## config.mk

```make
export PLATFORM = sky130hd
export DESIGN_NAME = snz_wake_ctrl
export DESIGN_NICKNAME = d
export VERILOG_FILES = /design/src/snz_pkg.sv /design/src/snz_pin_drv.sv /design/src/snz_wake_ctrl.sv
export VERILOG_INCLUDE_DIRS = /design/src
export SDC_FILE = /design/constraint.sdc
export NUM_CORES = 1
export LEC_CHECK = 0
export BUFFER_PORTS_ARGS = -buffer_cell sky130_fd_sc_hd__buf_2
export CORE_UTILIZATION = 48
export CTS_CLUSTER_DIAMETER = 60
export CTS_CLUSTER_SIZE = 28
export DETAILED_ROUTE_END_ITERATION = 6
export MAX_ROUTING_LAYER = met4
export PLACE_DENSITY_LB_ADDON = 0.1
export SLEW_MARGIN = 10
export SYNTH_ARGS = -nofsm -noshare
export SYNTH_HDL_FRONTEND = slang
export SYNTH_HIERARCHICAL = 1
export SYNTH_SLANG_ARGS = --single-unit
export TNS_END_PERCENT = 100
```

## constraint.sdc

```tcl
create_clock -name clk -period 1.7 [get_ports clk]
set_input_delay 0.255 -clock clk [delete_from_list [all_inputs] [get_ports clk]]
set_output_delay 0.255 -clock clk [all_outputs]
set_load 0.05 [all_outputs]
```

## src/snz_cfg.svh

```systemverilog
// snooze wake control: register offsets, field positions, reset values
// assumes a byte-addressed plain register port with byte offsets below
`ifndef SNZ_CFG_SVH
`define SNZ_CFG_SVH
`define SNZ_ADDR_W      5
`define SNZ_OFF_CTRL    5'h00
`define SNZ_OFF_UPPER   5'h04
`define SNZ_OFF_LOWER   5'h08
`define SNZ_OFF_ID      5'h0c
`define SNZ_OFF_STATUS  5'h10
`define SNZ_OFF_MASK    5'h14
`define SNZ_OFF_STATE   5'h18
// control fields
`define SNZ_CTL_ADC_EN  0
`define SNZ_CTL_UART_EN 1
`define SNZ_CTL_DTC_EN  2
`define SNZ_CTL_EXT_EN  3
`define SNZ_CTL_ACT_HI  4
`define SNZ_CTL_SEL_LO  5
`define SNZ_CTL_W       8
`define SNZ_CTL_RST     8'h10
// status and mask fields
`define SNZ_ST_ADC      0
`define SNZ_ST_RXID     1
`define SNZ_ST_EXT      2
`define SNZ_ST_RXBAD    3
`define SNZ_ST_W        4
`define SNZ_MASK_RST    4'h0
`endif

```

## src/snz_pkg.sv

```systemverilog
// snooze wake control: shared types
// assumes snz_cfg.svh supplies the numeric constants
package snz_pkg;
    // one-hot power states
    typedef enum logic [4:0] {
        ST_NORMAL   = 5'h01,
        ST_STOP     = 5'h02,
        ST_SNZ_ADC  = 5'h04,
        ST_SNZ_UART = 5'h08,
        ST_SNZ_DTC  = 5'h10
    } snz_state_type;
endpackage : snz_pkg

```

## src/snz_pin_drv.sv

```systemverilog
// snooze status pin bank: one selected pin shows the snooze state
// assumes active and select come from the controller's own flops
`timescale 1ns/1ps
module snz_pin_drv #(
    parameter int NPINS = 8
) (
    input  wire logic             clk,
    input  wire logic             rstn,
    input  wire logic             active,
    input  wire logic [2:0]       sel,
    input  wire logic             act_high,
    output logic      [NPINS-1:0] pins
);
    initial begin
        if (NPINS < 1 || NPINS > 8) $error("pin count must be 1 to 8");
    end

    // each pin rests at the inactive level unless selected while snoozing
    for (genvar i = 0; i < NPINS; i++) begin : g_pin
        always_ff @(posedge clk or negedge rstn) begin
            if (!rstn) begin
                pins[i] <= 1'b0;
            end else if (active && sel == 3'(i)) begin
                pins[i] <= act_high;
            end else begin
                pins[i] <= ~act_high;
            end
        end
    end

    pin_level_a: assert property (@(posedge clk) disable iff (!rstn)
        ##1 (pins[0] == ($past(active) && $past(sel) == 3'h0 ? $past(act_high)
                         : !$past(act_high))))
        else $error("status pin level wrong");
    pin_idle_a: assert property (@(posedge clk) disable iff (!rstn)
        (!active && $stable(act_high)) |=> (pins == {NPINS{!$past(act_high)}}))
        else $error("status pin not idle");
endmodule : snz_pin_drv

```

## src/snz_wake_ctrl.sv

```systemverilog
// snooze wake controller: stop/snooze/normal sequencing, wake decisions
// assumes converter, uart, dtc and timers sit outside; inputs are synchronous
//
// Contract
// - high range bit set for 64/48 MHz
// - snooze state shown on one of eight pins
// - status pin active level is configurable
// - timer event starts conversion while snoozing
// - result outside limits raises interrupt, wakes
// - result inside limits returns quietly to stop
// - receptions outside proper snooze flagged unreliable
// - any reset ends snooze at once
// - watchdog oscillator follows option byte setting; code follows it in snooze only and keeps it running in stop and normal
// - snooze entered only from stop
// - timer event triggers dtc without waking cpu
// - enabled pin interrupt in snooze wakes
// - receive edge in stop starts uart snooze
// - id match wakes with interrupt, else stop
//
// The address map and the strobed register port were decided locally.
`timescale 1ns/1ps
`include "snz_cfg.svh"
module snz_wake_ctrl #(
    parameter int ADC_W  = 10,
    parameter int NPINS  = 8
) (
    input  wire logic                  clk,
    input  wire logic                  rstn,
    // register port
    input  wire logic [`SNZ_ADDR_W-1:0] addr,
    input  wire logic [31:0]           wdata,
    input  wire logic                  wr,
    input  wire logic                  rd,
    output logic      [31:0]           rdata,
    // option byte straps
    input  wire logic                  opt_high_range,
    input  wire logic                  opt_wdt_osc_run,
    // cpu and peripheral events
    input  wire logic                  stop_req,
    input  wire logic                  conversion_trigger_timer,
    input  wire logic                  adc_done,
    input  wire logic [ADC_W-1:0]      adc_result,
    input  wire logic                  serial_receive_pin,
    input  wire logic                  rx_done,
    input  wire logic [7:0]            rx_byte,
    input  wire logic                  dtc_trigger_timer,
    input  wire logic                  dtc_done,
    input  wire logic                  external_pin_interrupt,
    // outputs
    output logic                       osc_run,
    output logic                       low_osc_run,
    output logic                       osc_high_range_select,
    output logic                       cpu_run,
    output logic                       adc_start,
    output logic                       rx_start,
    output logic                       dtc_req,
    output logic                       serial_receive_interrupt,
    output logic                       irq,
    output logic      [NPINS-1:0]      snooze_state_pin
);
    import snz_pkg::*;

    initial begin
        if (ADC_W < 1 || ADC_W > 16) $error("converter width must be 1 to 16");
    end

    snz_state_type                state_q, state_d;
    logic [`SNZ_CTL_W-1:0]        ctrl_q;
    logic [ADC_W-1:0]             upper_q, lower_q;
    logic [7:0]                   id_q;
    logic [`SNZ_ST_W-1:0]         status_q, mask_q, set_st;
    logic                         rx_prev_q, opt_done_q, opt_wdt_q;
    logic                         rx_edge, ext_ev, adc_out, id_hit;

    function automatic logic is_snz(input snz_state_type s);
        return s == ST_SNZ_ADC || s == ST_SNZ_UART || s == ST_SNZ_DTC;
    endfunction : is_snz

    function automatic logic out_of_window(input logic [ADC_W-1:0] v,
                                           input logic [ADC_W-1:0] lo,
                                           input logic [ADC_W-1:0] hi);
        return (v < lo) || (v > hi);
    endfunction : out_of_window

    // event decode shared by the state machine and the flags
    assign rx_edge = rx_prev_q && !serial_receive_pin; // start bit edge
    assign ext_ev  = external_pin_interrupt && ctrl_q[`SNZ_CTL_EXT_EN];
    assign adc_out = out_of_window(adc_result, lower_q, upper_q);
    assign id_hit  = (rx_byte == id_q);

    // next power state; pin interrupt has top priority so a wake is never lost
    always_comb begin
        state_d = state_q;
        case (state_q)
            ST_NORMAL: begin
                if (stop_req) state_d = ST_STOP;
            end
            ST_STOP: begin
                if (ext_ev) begin
                    state_d = ST_NORMAL;
                end else if (conversion_trigger_timer && ctrl_q[`SNZ_CTL_ADC_EN]) begin
                    state_d = ST_SNZ_ADC;
                end else if (rx_edge && ctrl_q[`SNZ_CTL_UART_EN]) begin
                    state_d = ST_SNZ_UART;
                end else if (dtc_trigger_timer && ctrl_q[`SNZ_CTL_DTC_EN]) begin
                    state_d = ST_SNZ_DTC;
                end
            end
            ST_SNZ_ADC: begin
                if (ext_ev) begin
                    state_d = ST_NORMAL;
                end else if (adc_done) begin
                    state_d = adc_out ? ST_NORMAL : ST_STOP;
                end
            end
            ST_SNZ_UART: begin
                if (ext_ev) begin
                    state_d = ST_NORMAL;
                end else if (rx_done) begin
                    state_d = id_hit ? ST_NORMAL : ST_STOP;
                end
            end
            ST_SNZ_DTC: begin
                if (ext_ev) begin
                    state_d = ST_NORMAL;
                end else if (dtc_done) begin
                    state_d = ST_STOP;
                end
            end
            default: state_d = ST_NORMAL;
        endcase
    end

    // state register; reset drops any snooze straight to normal
    always_ff @(posedge clk or negedge rstn) begin
        if (!rstn) begin
            state_q <= ST_NORMAL;
        end else begin
            state_q <= state_d;
        end
    end

    // receive line history; idle line is high
    always_ff @(posedge clk or negedge rstn) begin
        if (!rstn) begin
            rx_prev_q <= 1'b1;
        end else begin
            rx_prev_q <= serial_receive_pin;
        end
    end

    // option straps are caught once, the first cycle after reset release
    always_ff @(posedge clk or negedge rstn) begin
        if (!rstn) begin
            opt_done_q            <= 1'b0;
            opt_wdt_q             <= 1'b0;
            osc_high_range_select <= 1'b0;
        end else if (!opt_done_q) begin
            opt_done_q            <= 1'b1;
            opt_wdt_q             <= opt_wdt_osc_run;
            osc_high_range_select <= opt_high_range;
        end
    end

    // clock and cpu controls follow the next state so they align with it
    always_ff @(posedge clk or negedge rstn) begin
        if (!rstn) begin
            osc_run     <= 1'b1;
            low_osc_run <= 1'b1;
            cpu_run     <= 1'b1;
        end else begin
            osc_run     <= (state_d != ST_STOP);
            low_osc_run <= is_snz(state_d) ? opt_wdt_q : 1'b1;
            cpu_run     <= (state_d == ST_NORMAL);
        end
    end

    // one-cycle starts for the peripheral that serves this snooze
    always_ff @(posedge clk or negedge rstn) begin
        if (!rstn) begin
            adc_start <= 1'b0;
            rx_start  <= 1'b0;
            dtc_req   <= 1'b0;
        end else begin
            adc_start <= (state_q == ST_STOP) && (state_d == ST_SNZ_ADC);
            rx_start  <= (state_q == ST_STOP) && (state_d == ST_SNZ_UART);
            dtc_req   <= (state_q == ST_STOP) && (state_d == ST_SNZ_DTC);
        end
    end

    // serial receive interrupt pulses only on an id match in snooze
    always_ff @(posedge clk or negedge rstn) begin
        if (!rstn) begin
            serial_receive_interrupt <= 1'b0;
        end else begin
            serial_receive_interrupt <= set_st[`SNZ_ST_RXID];
        end
    end

    // event flags; a reception outside a clean uart snooze cannot be trusted
    always_comb begin
        set_st = '0;
        set_st[`SNZ_ST_ADC]   = (state_q == ST_SNZ_ADC) && !ext_ev && adc_done
                                && adc_out;
        set_st[`SNZ_ST_RXID]  = (state_q == ST_SNZ_UART) && !ext_ev && rx_done
                                && id_hit;
        set_st[`SNZ_ST_EXT]   = ext_ev && (state_q != ST_NORMAL);
        set_st[`SNZ_ST_RXBAD] = ctrl_q[`SNZ_CTL_UART_EN] && rx_edge
                                && (state_q == ST_NORMAL || state_q == ST_SNZ_ADC
                                    || state_q == ST_SNZ_DTC);
    end

    // register writes
    always_ff @(posedge clk or negedge rstn) begin
        if (!rstn) begin
            ctrl_q  <= `SNZ_CTL_RST;
            upper_q <= '1;
            lower_q <= '0;
            id_q    <= 8'h00;
            mask_q  <= `SNZ_MASK_RST;
        end else if (wr) begin
            case (addr)
                `SNZ_OFF_CTRL:  ctrl_q  <= wdata[`SNZ_CTL_W-1:0];
                `SNZ_OFF_UPPER: upper_q <= wdata[ADC_W-1:0];
                `SNZ_OFF_LOWER: lower_q <= wdata[ADC_W-1:0];
                `SNZ_OFF_ID:    id_q    <= wdata[7:0];
                `SNZ_OFF_MASK:  mask_q  <= wdata[`SNZ_ST_W-1:0];
                default: ;
            endcase
        end
    end

    // sticky status, cleared by a read; a same-cycle event still sets
    always_ff @(posedge clk or negedge rstn) begin
        if (!rstn) begin
            status_q <= '0;
        end else if (rd && addr == `SNZ_OFF_STATUS) begin
            status_q <= set_st;
        end else begin
            status_q <= status_q | set_st;
        end
    end

    // level interrupt from unmasked status
    always_ff @(posedge clk or negedge rstn) begin
        if (!rstn) begin
            irq <= 1'b0;
        end else begin
            irq <= |(status_q & mask_q);
        end
    end

    // read data stand for the single cycle after the strobe; unmapped read zero
    always_ff @(posedge clk or negedge rstn) begin
        if (!rstn) begin
            rdata <= 32'h0;
        end else if (rd) begin
            case (addr)
                `SNZ_OFF_CTRL:   rdata <= 32'(ctrl_q);
                `SNZ_OFF_UPPER:  rdata <= 32'(upper_q);
                `SNZ_OFF_LOWER:  rdata <= 32'(lower_q);
                `SNZ_OFF_ID:     rdata <= 32'(id_q);
                `SNZ_OFF_STATUS: rdata <= 32'(status_q);
                `SNZ_OFF_MASK:   rdata <= 32'(mask_q);
                `SNZ_OFF_STATE:  rdata <= 32'({osc_high_range_select, state_q});
                default:         rdata <= 32'h0;
            endcase
        end else begin
            rdata <= 32'h0;
        end
    end

    // status pin bank
    snz_pin_drv #(
        .NPINS (NPINS)
    ) u_pins (
        .clk      (clk),
        .rstn     (rstn),
        .active   (is_snz(state_q)),
        .sel      (ctrl_q[`SNZ_CTL_SEL_LO +: 3]),
        .act_high (ctrl_q[`SNZ_CTL_ACT_HI]),
        .pins     (snooze_state_pin)
    );

    snz_entry_a: assert property (@(posedge clk) disable iff (!rstn)
        (is_snz(state_q) && !$past(is_snz(state_q))) |-> $past(state_q) == ST_STOP)
        else $error("snooze entered from wrong state");
    adc_wake_a: assert property (@(posedge clk) disable iff (!rstn)
        (state_q == ST_SNZ_ADC && adc_done && adc_out && !ext_ev)
        |=> state_q == ST_NORMAL && status_q[`SNZ_ST_ADC])
        else $error("out of window result did not wake");
    adc_quiet_a: assert property (@(posedge clk) disable iff (!rstn)
        (state_q == ST_SNZ_ADC && adc_done && !adc_out && !ext_ev)
        |=> state_q == ST_STOP && !cpu_run)
        else $error("in window result did not return to stop");
    id_check_a: assert property (@(posedge clk) disable iff (!rstn)
        (state_q == ST_SNZ_UART && rx_done && !ext_ev)
        |=> (serial_receive_interrupt ? state_q == ST_NORMAL : state_q == ST_STOP)
            && serial_receive_interrupt == $past(id_hit))
        else $error("id compare outcome wrong");
    pin_wake_a: assert property (@(posedge clk) disable iff (!rstn)
        (is_snz(state_q) && ext_ev) |=> state_q == ST_NORMAL ##0 cpu_run)
        else $error("pin interrupt did not wake");
    rx_enter_a: assert property (@(posedge clk) disable iff (!rstn)
        (state_q == ST_STOP && !ext_ev && !(conversion_trigger_timer
         && ctrl_q[`SNZ_CTL_ADC_EN]) && rx_edge && ctrl_q[`SNZ_CTL_UART_EN])
        |=> state_q == ST_SNZ_UART && rx_start && osc_run ##1 !rx_start)
        else $error("receive edge did not start uart snooze");
    wdt_osc_a: assert property (@(posedge clk) disable iff (!rstn)
        is_snz(state_q) |-> low_osc_run == opt_wdt_q)
        else $error("watchdog oscillator ignores option");
    dtc_run_a: assert property (@(posedge clk) disable iff (!rstn)
        (state_q == ST_SNZ_DTC && !ext_ev && !dtc_done) |=> !cpu_run)
        else $error("cpu woken by dtc snooze");
    rx_unsafe_a: assert property (@(posedge clk) disable iff (!rstn)
        (ctrl_q[`SNZ_CTL_UART_EN] && rx_edge && state_q == ST_NORMAL)
        |=> status_q[`SNZ_ST_RXBAD])
        else $error("unreliable reception not flagged");
endmodule : snz_wake_ctrl

```

==> flow_summary.json, run 1 <==
{
  "status": "complete, but fails checks",
  "violations": "negative setup slack",
  "area_delta_synth_final_pct": 29.15,
  "via_count": 3330,
  "ys_seq_area_share_pct": 47.18,
  "start_util_pct": 50.50,
  "ys.flop_type": "dfrtp_1",
  "track_usage_pct": 25.51,
  "post-route-worst-setup-slack_ns": -0.1174,
  "min_path_type": "input port to register",
  "maxCapViolCount": 0,
  "cts_tree": "built",
  "synth-seq-cells": 79,
  "grt_pass1_vias": 3220,
  "crit_fanout": 3,
  "clock_latency_ns": 0.35,
  "gp_congestion": 0.8896,
  "end_kind": "register",
  "fmax_ghz": 0.5502,
  "place_inst": 589,
  "antenna_left": 0,
  "n_antenna_cell": 0,
  "io_buffers": 73,
  "period_share_pct": 106.9,
  "clkSinkCount": 79,
  "grt_pass1_wl_um": 16540,
  "first_pass_iters": 5,
  "ys_types": 54,
  "tightest_slew_ns": 0.5329,
  "clock_path_buffers": 2,
  "drt-total-wl_um": 10560,
  "antenna_found_initial": 0,
  "drcViolationCount": 0,
  "die-area_sq_um": 9198,
  "grt_overflow": 0,
  "cts_made_buffers": 9,
  "drv_slew": 0,
  "netlist_top_cells_area": "dfrtp_1, mux2_2, dfstp_2",
  "rows": 33,
  "fin_nets": 586,
  "cts_max_level": 3,
  "ios": 118,
  "yosysWarnings": 6,
  "wl_per_cell_um": 17.36,
  "peakVddDrop_uv": 543.2,
  "clkSlewWorstSetupHoldPaths_ns": 0.08,
  "period_needed_ns": 1.817,
  "dp_hpwl_um": 8122,
  "total_power_mw": 6.234,
  "synth_cells": 373,
  "avgSynthCellArea_sq_um": 11.35,
  "final_hold_viol_count": 0,
  "cp.arrival_ns": 2.10,
  "timing.setup.critical_path_class": "register to register",
  "p_leak_nw": 2.548,
  "setup_viol": 5,
  "postSynth.asyncResetShare_pct": 100.0,
  "cp.required_ns": 1.98,
  "start_kind": "register",
  "n_fill_cell": 698,
  "power.density_nw_per_um2": 1140,
  "grt_max_degree": 35,
  "root_buffer": "clkbuf_8",
  "slew_headroom_pct": 64.47,
  "dr.first_iter.drc_count": 278,
  "synth_top_area_share_pct": 37.25,
  "vias_per_cell": 5.477,
  "final_cells": 608,
  "synth_area_sq_um": 4233,
  "fp.dieH_um": 95.91,
  "die_w_um": 95.91,
  "rsz0062_at_grt": "true",
  "synth_top_area_cell": "dfrtp_1",
  "synth_edf_count": 0,
  "finClkSkew_ns": 0.01456,
  "drive_above_1_share_pct": 47.51,
  "core_sq_um": 8382
}
-- through the flow --
stage | TNS, ns | utilization, % | cell area, sq um | hold slack [ns] | setup WS [ns]
3_3_place_gp | -0.7419 | 59.77 | 5010 | 0.1156 | -0.2280
4_1_cts | -0.2482 | 64.52 | 5408 | 0.1261 | -0.08971
2_1_floorplan | -0.01682 | - | 4342 | -0.04059 | -0.01682
5_1_grt | -0.7968 | 65.22 | 5466 | 0.1245 | -0.1950
3_5_place_dp | -0.7378 | 59.77 | 5010 | 0.1195 | -0.2187
6_report | -0.3980 | 65.22 | 5466 | 0.1363 | -0.1174
-- repair_timing --
item | CTS | global route
pin swaps | 18 | 2
buffers inserted | 0 | 1
gates resized for setup | 23 | 9
setup endpoints to repair | 5 | 7
hold buffers | 2 | 0
hold endpoints to repair | 15 | 0
-- critical path: stages, from the launching register on --
cell,delay (ns)
dfstp_2,0.54
inv_2,0.04
ha_4,0.27
nand4_1,0.11
buf_4,0.17
o31ai_4,0.26
o21bai_2,0.18
a41o_1,0.16
-- cells in the mapped netlist (2+ instances only) --
| master | count |
|---|---|
| dfrtp_1 | 63 |
| mux2_2 | 42 |
| inv_1 | 27 |
| buf_4 | 22 |
| ha_1 | 19 |
| a22oi_1 | 18 |
| dfstp_2 | 16 |
| nor2_1 | 16 |
| a21oi_1 | 14 |
| nand2_1 | 13 |
| xor2_1 | 13 |
| nand3_1 | 9 |
| nand4_1 | 7 |
| o21ai_0 | 7 |
| a222oi_1 | 6 |
| buf_2 | 6 |
| nand4b_1 | 5 |
| nor3_1 | 5 |
| xnor2_1 | 5 |
| a21o_1 | 4 |
| a31oi_1 | 4 |
| nand3b_1 | 4 |
| and4bb_1 | 3 |
| nand2_2 | 3 |
| o21bai_1 | 3 |
| o31ai_1 | 3 |
| a41oi_1 | 2 |
| clkbuf_1 | 2 |
| conb_1 | 2 |
| nor2b_1 | 2 |
| nor4_2 | 2 |
| nor4b_4 | 2 |
| o2111ai_1 | 2 |
| o211ai_1 | 2 |
-- where the power goes --
group          switching (mW)  internal (mW)  leakage (nW)
sequential              0.304           2.27         0.968
clock                   0.696          0.983         0.118
combinational            1.13          0.852          1.46
total                    2.13           4.11          2.55
-- flip-flops by register name (all words and copies together) (netlist names), 4 cells and up --
| signal | cells |
|---|---|
| id_q | 8 |
| rdata | 10 |
| mask_q | 4 |
| upper_q | 10 |
| state_q | 5 |
| u_pins/pins | 8 |
| lower_q | 10 |
| ctrl_q | 8 |
| status_q | 4 |
-- cells by family (layout without fill, tap and decap cells) --
family / Yosys count / count (layout) / share of synthesized area [%]
AO/OA/AOI/OAI: 73 / 73 / 12.39
XOR/XNOR: 18 / 18 / 3.724
adder cells (fa/ha/maj): 19 / 19 / 5.616
buffers and inverters: 59 / 168 / 7.390
flip-flops: 79 / 79 / 47.18
multiplexers: 42 / 42 / 11.17
other: 2 / 23 / 0.1774
AND/OR/NAND/NOR: 81 / 81 / 12.36
-- layout make-up --
cell class                 instances  area [sq um]  area share [%]
multi-input combinational        256          2222           40.65
timing repair buffer             125         775.7           14.19
inverter                          27         101.3           1.854
tap                              105         131.4           2.403
sequential                        79          1997           36.53
clock buffer                      11         131.4           2.403
clock inverter                     5         107.6           1.968
-- placed cells by master, fill, tap and decap left out, types with 3 or more instances in the layout --
| cell type | n |
|---|---|
| and4bb_1 | 3 |
| dfrtp_1 | 63 |
| ha_4 | 9 |
| xor2_1 | 13 |
| inv_1 | 21 |
| xnor2_1 | 5 |
| nand2_1 | 13 |
| a21oi_1 | 12 |
| bufinv_16 | 3 |
| nand4_1 | 7 |
| nand3_1 | 9 |
| inv_2 | 6 |
| conb_1 | 23 |
| a21o_1 | 4 |
| nor2_1 | 14 |
| clkbuf_8 | 9 |
| dfstp_2 | 16 |
| buf_4 | 50 |
| mux2_2 | 42 |
| nand4b_1 | 5 |
| a22oi_1 | 18 |
| nand2_2 | 3 |
| buf_2 | 72 |
| o21ai_0 | 5 |
| ha_1 | 10 |
| nor3_2 | 3 |
| nand3b_1 | 4 |
| a222oi_1 | 6 |
| a31oi_1 | 4 |
-- worst paths after layout --
kind	start	endpoint	slack, ns	depth (start not counted)
worst min-delay path	opt_high_range	osc_high_range_select	0.14	2
worst min register to register	opt_wdt_q	low_osc_run	0.47	2
min in group asynchronous	rstn	u_pins/pins[6]	0.28	2
worst max-delay path	upper_q[5]	state_q[1]	-0.12	7
max in group asynchronous	rstn	state_q[0]	0.85	3
worst max register to register	upper_q[5]	state_q[1]	-0.12	7
-- per-layer routing --
| metal | vias up | part of all wire, % | track usage, % |
|---|---|---|---|
| li1 | 1571 | - | - |
| met1 | 1636 | 48 | 35.87 |
| met2 | 111 | 47 | 37.86 |
| met3 | 12 | 4.1 | 3.949 |
| met4 | 0 | 1.6 | 8.209 |
| met5 | - | 0 | - |
Note: power is estimated with default switching activity, not from simulation.
==> inputs of run 2 (changes only) <==
- CELL_PAD_IN_SITES_DETAIL_PLACEMENT: unset -> 1
- CELL_PAD_IN_SITES_GLOBAL_PLACEMENT: unset -> 2
- CORE_UTILIZATION: 48 -> 30
==> flow_summary.json, run 2 (same netlist as run 1, synthesis figures left out) <==
{
  "status": "complete, but fails checks",
  "violations": "negative setup slack",
  "rows": 43,
  "top_regs": "lower_q (10), rdata (10), upper_q (10)",
  "design_area_sq_um": 5839,
  "rsz0062_at_grt": "true",
  "post-route-worst-setup-slack_ns": -0.1601,
  "ios": 118,
  "cp.arrival_ns": 2.08,
  "final_hold_viol_count": 0,
  "start_kind": "register",
  "drv_slew": 0,
  "cp.required_ns": 1.91,
  "clock_path_buffers": 2,
  "peakVddDrop_uv": 466.7,
  "maxCapViolCount": 0,
  "setup_viol": 8,
  "final_cell_mix": "buf_2, buf_4, dfrtp_1, mux2_2, conb_1",
  "timing.setup.critical_path_class": "register to register",
  "via_count": 3419,
  "grt_overflow": 0,
  "core_sq_um": 13830,
  "n_fill_cell": 1529,
  "root_buffer": "clkbuf_16",
  "first_pass_iters": 4,
  "p_leak_nw": 2.678,
  "antenna_left": 0,
  "n_antenna_cell": 0,
  "drt-total-wl_um": 12710,
  "clkSinkCount": 79,
  "total_power_mw": 6.845,
  "fp.dieH_um": 120.8,
  "clkSlewWorstSetupHoldPaths_ns": 0.06,
  "grt_max_degree": 31,
  "fin_hold_ws_ns": 0.02569,
  "dr.first_iter.drc_count": 157,
  "dpl-instance-area_sq_um": 5214,
  "cts_max_level": 3,
  "area_delta_synth_final_pct": 37.95,
  "grt_pass1_wl_um": 19890,
  "drive_above_1_share_pct": 50.77,
  "min_path_type": "input port to register",
  "crit_family": "compound AO/OA/AOI/OAI gates",
  "grt_pass1_vias": 3539,
  "finClkSkew_ns": 0.007610,
  "clock_latency_ns": 0.33,
  "antenna_found_initial": 0,
  "cts_made_buffers": 9,
  "fin_nets": 605,
  "power.density_nw_per_um2": 1172,
  "end_kind": "register",
  "drcViolationCount": 0,
  "fmax_ghz": 0.5376,
  "critPathSlowestCell": "dfstp_2",
  "crit_fanout": 3,
  "critPathBufInv": 2,
  "crit_path_max_incr_delay_ns": 0.53,
  "io_buffers": 73,
  "period_share_pct": 109.4,
  "start_util_pct": 30.61,
  "wl_per_cell_um": 18.10,
  "vias_per_cell": 4.870,
  "worstPathCellList": "inv_2 -> ha_4 -> nand4_1 -> o21bai_1 -> a21oi_2 -> buf_4 -> o21bai_4 -> a41o_1",
  "cts_tree": "built",
  "gp_congestion": 0.8336,
  "die-area_sq_um": 14590,
  "die_w_um": 120.8,
  "dp_hpwl_um": 9573,
  "track_usage_pct": 19.05,
  "period_needed_ns": 1.860,
  "layout_commonest_cell": "buf_2"
}
run 2: area by class of cell:
cell class | count | area, sq um | share of cell area [%]
repair buffers | 144 | 928.4 | 15.90
clock buffers | 11 | 242.7 | 4.157
well taps | 180 | 225.2 | 3.857
multi-input cells | 256 | 2258 | 38.68
clock inverters | 5 | 81.33 | 1.393
flip-flops and latches | 79 | 1998 | 34.22
inverters | 27 | 105.1 | 1.800
run 2: metal layers:
metal / vias to the layer above / share of wire (%) / GRT usage [%]
li1: 1611 / - / -
met1: 1702 / 49 / 26.69
met2: 93 / 45 / 28.56
met3: 13 / 3.9 / 1.981
met4: 0 / 1.8 / 6.790
met5: - / 0 / -
run 2: per-stage QoR:
stage / utilization (%) / setup slack, ns / TNS [ns] / cells
detailed placement: 37.71 / -0.2310 / -0.9132 / 677
finish: 42.23 / -0.1601 / -0.5623 / 702
global placement: 37.71 / -0.1580 / -0.7109 / 677
floorplan: - / -0.01682 / -0.01682 / 394
CTS: 41.64 / -0.1440 / -0.5300 / 700
global route: 42.23 / -0.2353 / -1.332 / 702
run 2: repair_timing:
action,CTS,global route
endpoints found under the hold margin,23,0
buffers inserted,6,2
gates resized for setup,29,11
hold buffers,1,0
setup endpoints to repair,6,14
pin swaps,17,11
run 2: final timing paths:
| kind | from | endpoint | slack [ns] | depth (start not counted) |
|---|---|---|---|---|
| min in group asynchronous | rstn | adc_start | 0.41 | 2 |
| max reg2reg | upper_q[5] | state_q[1] | -0.16 | 8 |
| max in group asynchronous | rstn | upper_q[9] | 0.69 | 3 |
| min | serial_receive_pin | rx_prev_q | 0.03 | 1 |
| min reg2reg | opt_wdt_q | low_osc_run | 0.49 | 2 |
| max | upper_q[5] | state_q[1] | -0.16 | 8 |
run 2: worst register-to-register path, cell delays in order (launching register included):
cell,delay [ns]
dfstp_2,0.53
inv_2,0.04
ha_4,0.27
nand4_1,0.14
o21bai_1,0.21
a21oi_2,0.15
buf_4,0.15
o21bai_4,0.06
a41o_1,0.19
run 2: report_power, final:
part | internal, mW | total (mW) | switching (mW) | leakage (nW)
logic | 0.961 | 2.16 | 1.20 | 1.56
registers | 2.28 | 2.58 | 0.302 | 0.966
clock network | 1.33 | 2.10 | 0.777 | 0.156
==> inputs of run 3 (changes only) <==
- CELL_PAD_IN_SITES_DETAIL_PLACEMENT: 1 -> unset
- CELL_PAD_IN_SITES_GLOBAL_PLACEMENT: 2 -> unset
- CORE_MARGIN: unset -> 5
- CORE_UTILIZATION: 30 -> 35
- SETUP_SLACK_MARGIN: unset -> 0.4
==> flow_summary.json, run 3 (same netlist as run 1, synthesis figures left out) <==
{
  "grt_max_degree": 33,
  "core_sq_um": 11910,
  "regArea_sq_um": 1999,
  "antenna_left": 0,
  "total_power_mw": 6.566,
  "dr.first_iter.drc_count": 182,
  "final_hold_viol_count": 0,
  "vias_per_cell": 5.009,
  "die_w_um": 120.0,
  "clkSlewWorstSetupHoldPaths_ns": 0.06,
  "cts_made_buffers": 9,
  "ios": 118,
  "grt_pass1_wl_um": 19140,
  "critPathBufInv": 1,
  "crit_family": "compound AO/OA/AOI/OAI gates",
  "n_antenna_cell": 0,
  "post-route-worst-setup-slack_ns": -0.1888,
  "rows": 40,
  "final_cell_mix": "buf_2, buf_4, dfrtp_1, mux2_2, conb_1",
  "first_pass_iters": 5,
  "fin_nets": 605,
  "dp_hpwl_um": 9074,
  "cp.arrival_ns": 2.11,
  "power.density_nw_per_um2": 1132,
  "p_leak_nw": 2.708,
  "finClkSkew_ns": 0.01044,
  "track_usage_pct": 17.58,
  "period_needed_ns": 1.889,
  "timing.setup.critical_path_class": "register to register",
  "cts_max_level": 3,
  "peakVddDrop_uv": 582.9,
  "gp_congestion": 0.8758,
  "start_util_pct": 35.54,
  "violations": "negative setup slack",
  "status": "complete, but fails checks",
  "antenna_found_initial": 0,
  "maxCapViolCount": 0,
  "fin_hold_ws_ns": 0.02658,
  "io_buffers": 73,
  "die-area_sq_um": 14390,
  "drive_above_1_share_pct": 50.00,
  "rsz0062_at_grt": "true",
  "fp.dieH_um": 120.0,
  "cts_tree": "built",
  "drt-total-wl_um": 11810,
  "root_buffer": "clkbuf_16",
  "area_delta_synth_final_pct": 37.04,
  "critPathSlowestCell": "dfrtp_1",
  "min_path_type": "input port to register",
  "cp.required_ns": 1.92,
  "clock_latency_ns": 0.34,
  "clock_path_buffers": 2,
  "setup_viol": 6,
  "drcViolationCount": 0,
  "end_kind": "register",
  "multi_input_area_sq_um": 2252,
  "layout_commonest_cell": "buf_2",
  "grt_overflow": 0,
  "worstPathCellList": "xor2_1 -> nor3_1 -> buf_4 -> nand4_1 -> a221o_1 -> a41o_1",
  "top_regs": "lower_q (10), rdata (10), upper_q (10)",
  "drv_slew": 0,
  "n_fill_cell": 1091,
  "fmax_ghz": 0.5294,
  "crit_fanout": 2,
  "via_count": 3351,
  "start_kind": "register",
  "wl_per_cell_um": 17.66,
  "period_share_pct": 111.1,
  "crit_path_max_incr_delay_ns": 0.40,
  "reg2reg_slack_ns": -0.19,
  "clkSinkCount": 79,
  "grt_pass1_vias": 3580
}
-- run 3: path summary, 6_finish.rpt --
kind / from / end / cells past startpoint
min in group asynchronous: rstn / u_pins/pins[7] / 2
max in group asynchronous: rstn / cpu_run / 3
worst max register to register: id_q[2] / state_q[1] / 6
worst min-delay path: serial_receive_pin / rx_prev_q / 1
worst max-delay path: id_q[2] / state_q[1] / 6
worst min register to register: opt_wdt_q / opt_wdt_q / 1
-- run 3: power by group --
| part | leakage, nW | internal [mW] | switching [mW] | total (mW) |
|---|---|---|---|---|
| Sequential | 0.965 | 2.28 | 0.324 | 2.60 |
| Combinational | 1.61 | 0.991 | 1.17 | 2.16 |
| Clock | 0.136 | 1.06 | 0.737 | 1.80 |
| Total | 2.71 | 4.33 | 2.23 | 6.57 |
-- run 3: area by class of cell --
class / instances / share of cell area (%)
tap: 147 / 3.171
inverter: 27 / 1.812
clock buffer: 13 / 4.487
multi-input combinational: 256 / 38.83
sequential: 79 / 34.47
clock inverter: 3 / 0.3020
timing repair buffer: 144 / 16.93
-- run 3: routing by layer --
metal	routed length (um)	GRT usage [%]	vias up
li1	-	-	1622
met1	5743	24.44	1633
met2	5435	26.38	88
met3	502	2.403	8
met4	131	6.156	0
met5	0	-	-
-- run 3: per-stage QoR --
stage / instance area [sq um] / util [%] / setup TNS [ns] / setup slack (ns) / instances
2_1_floorplan: 4434 / - / 0 / 0.03247 / 394
3_3_place_gp: 5215 / 43.78 / -1.308 / -0.1619 / 639
3_5_place_dp: 5215 / 43.78 / -1.749 / -0.1915 / 639
4_1_cts: 5689 / 47.76 / -0.5481 / -0.1557 / 663
5_1_grt: 5801 / 48.70 / -1.064 / -0.2506 / 669
6_report: 5801 / 48.70 / -0.6718 / -0.1888 / 669
-- run 3: repair_timing --
item / 4_1_cts / 5_1_grt
pin swaps: 14 / 9
gates resized for setup: 30 / 16
endpoints found under the setup margin: 38 / 45
setup buffers: 7 / 6
hold endpoints to repair: 16 / 0
hold buffers: 1 / 0
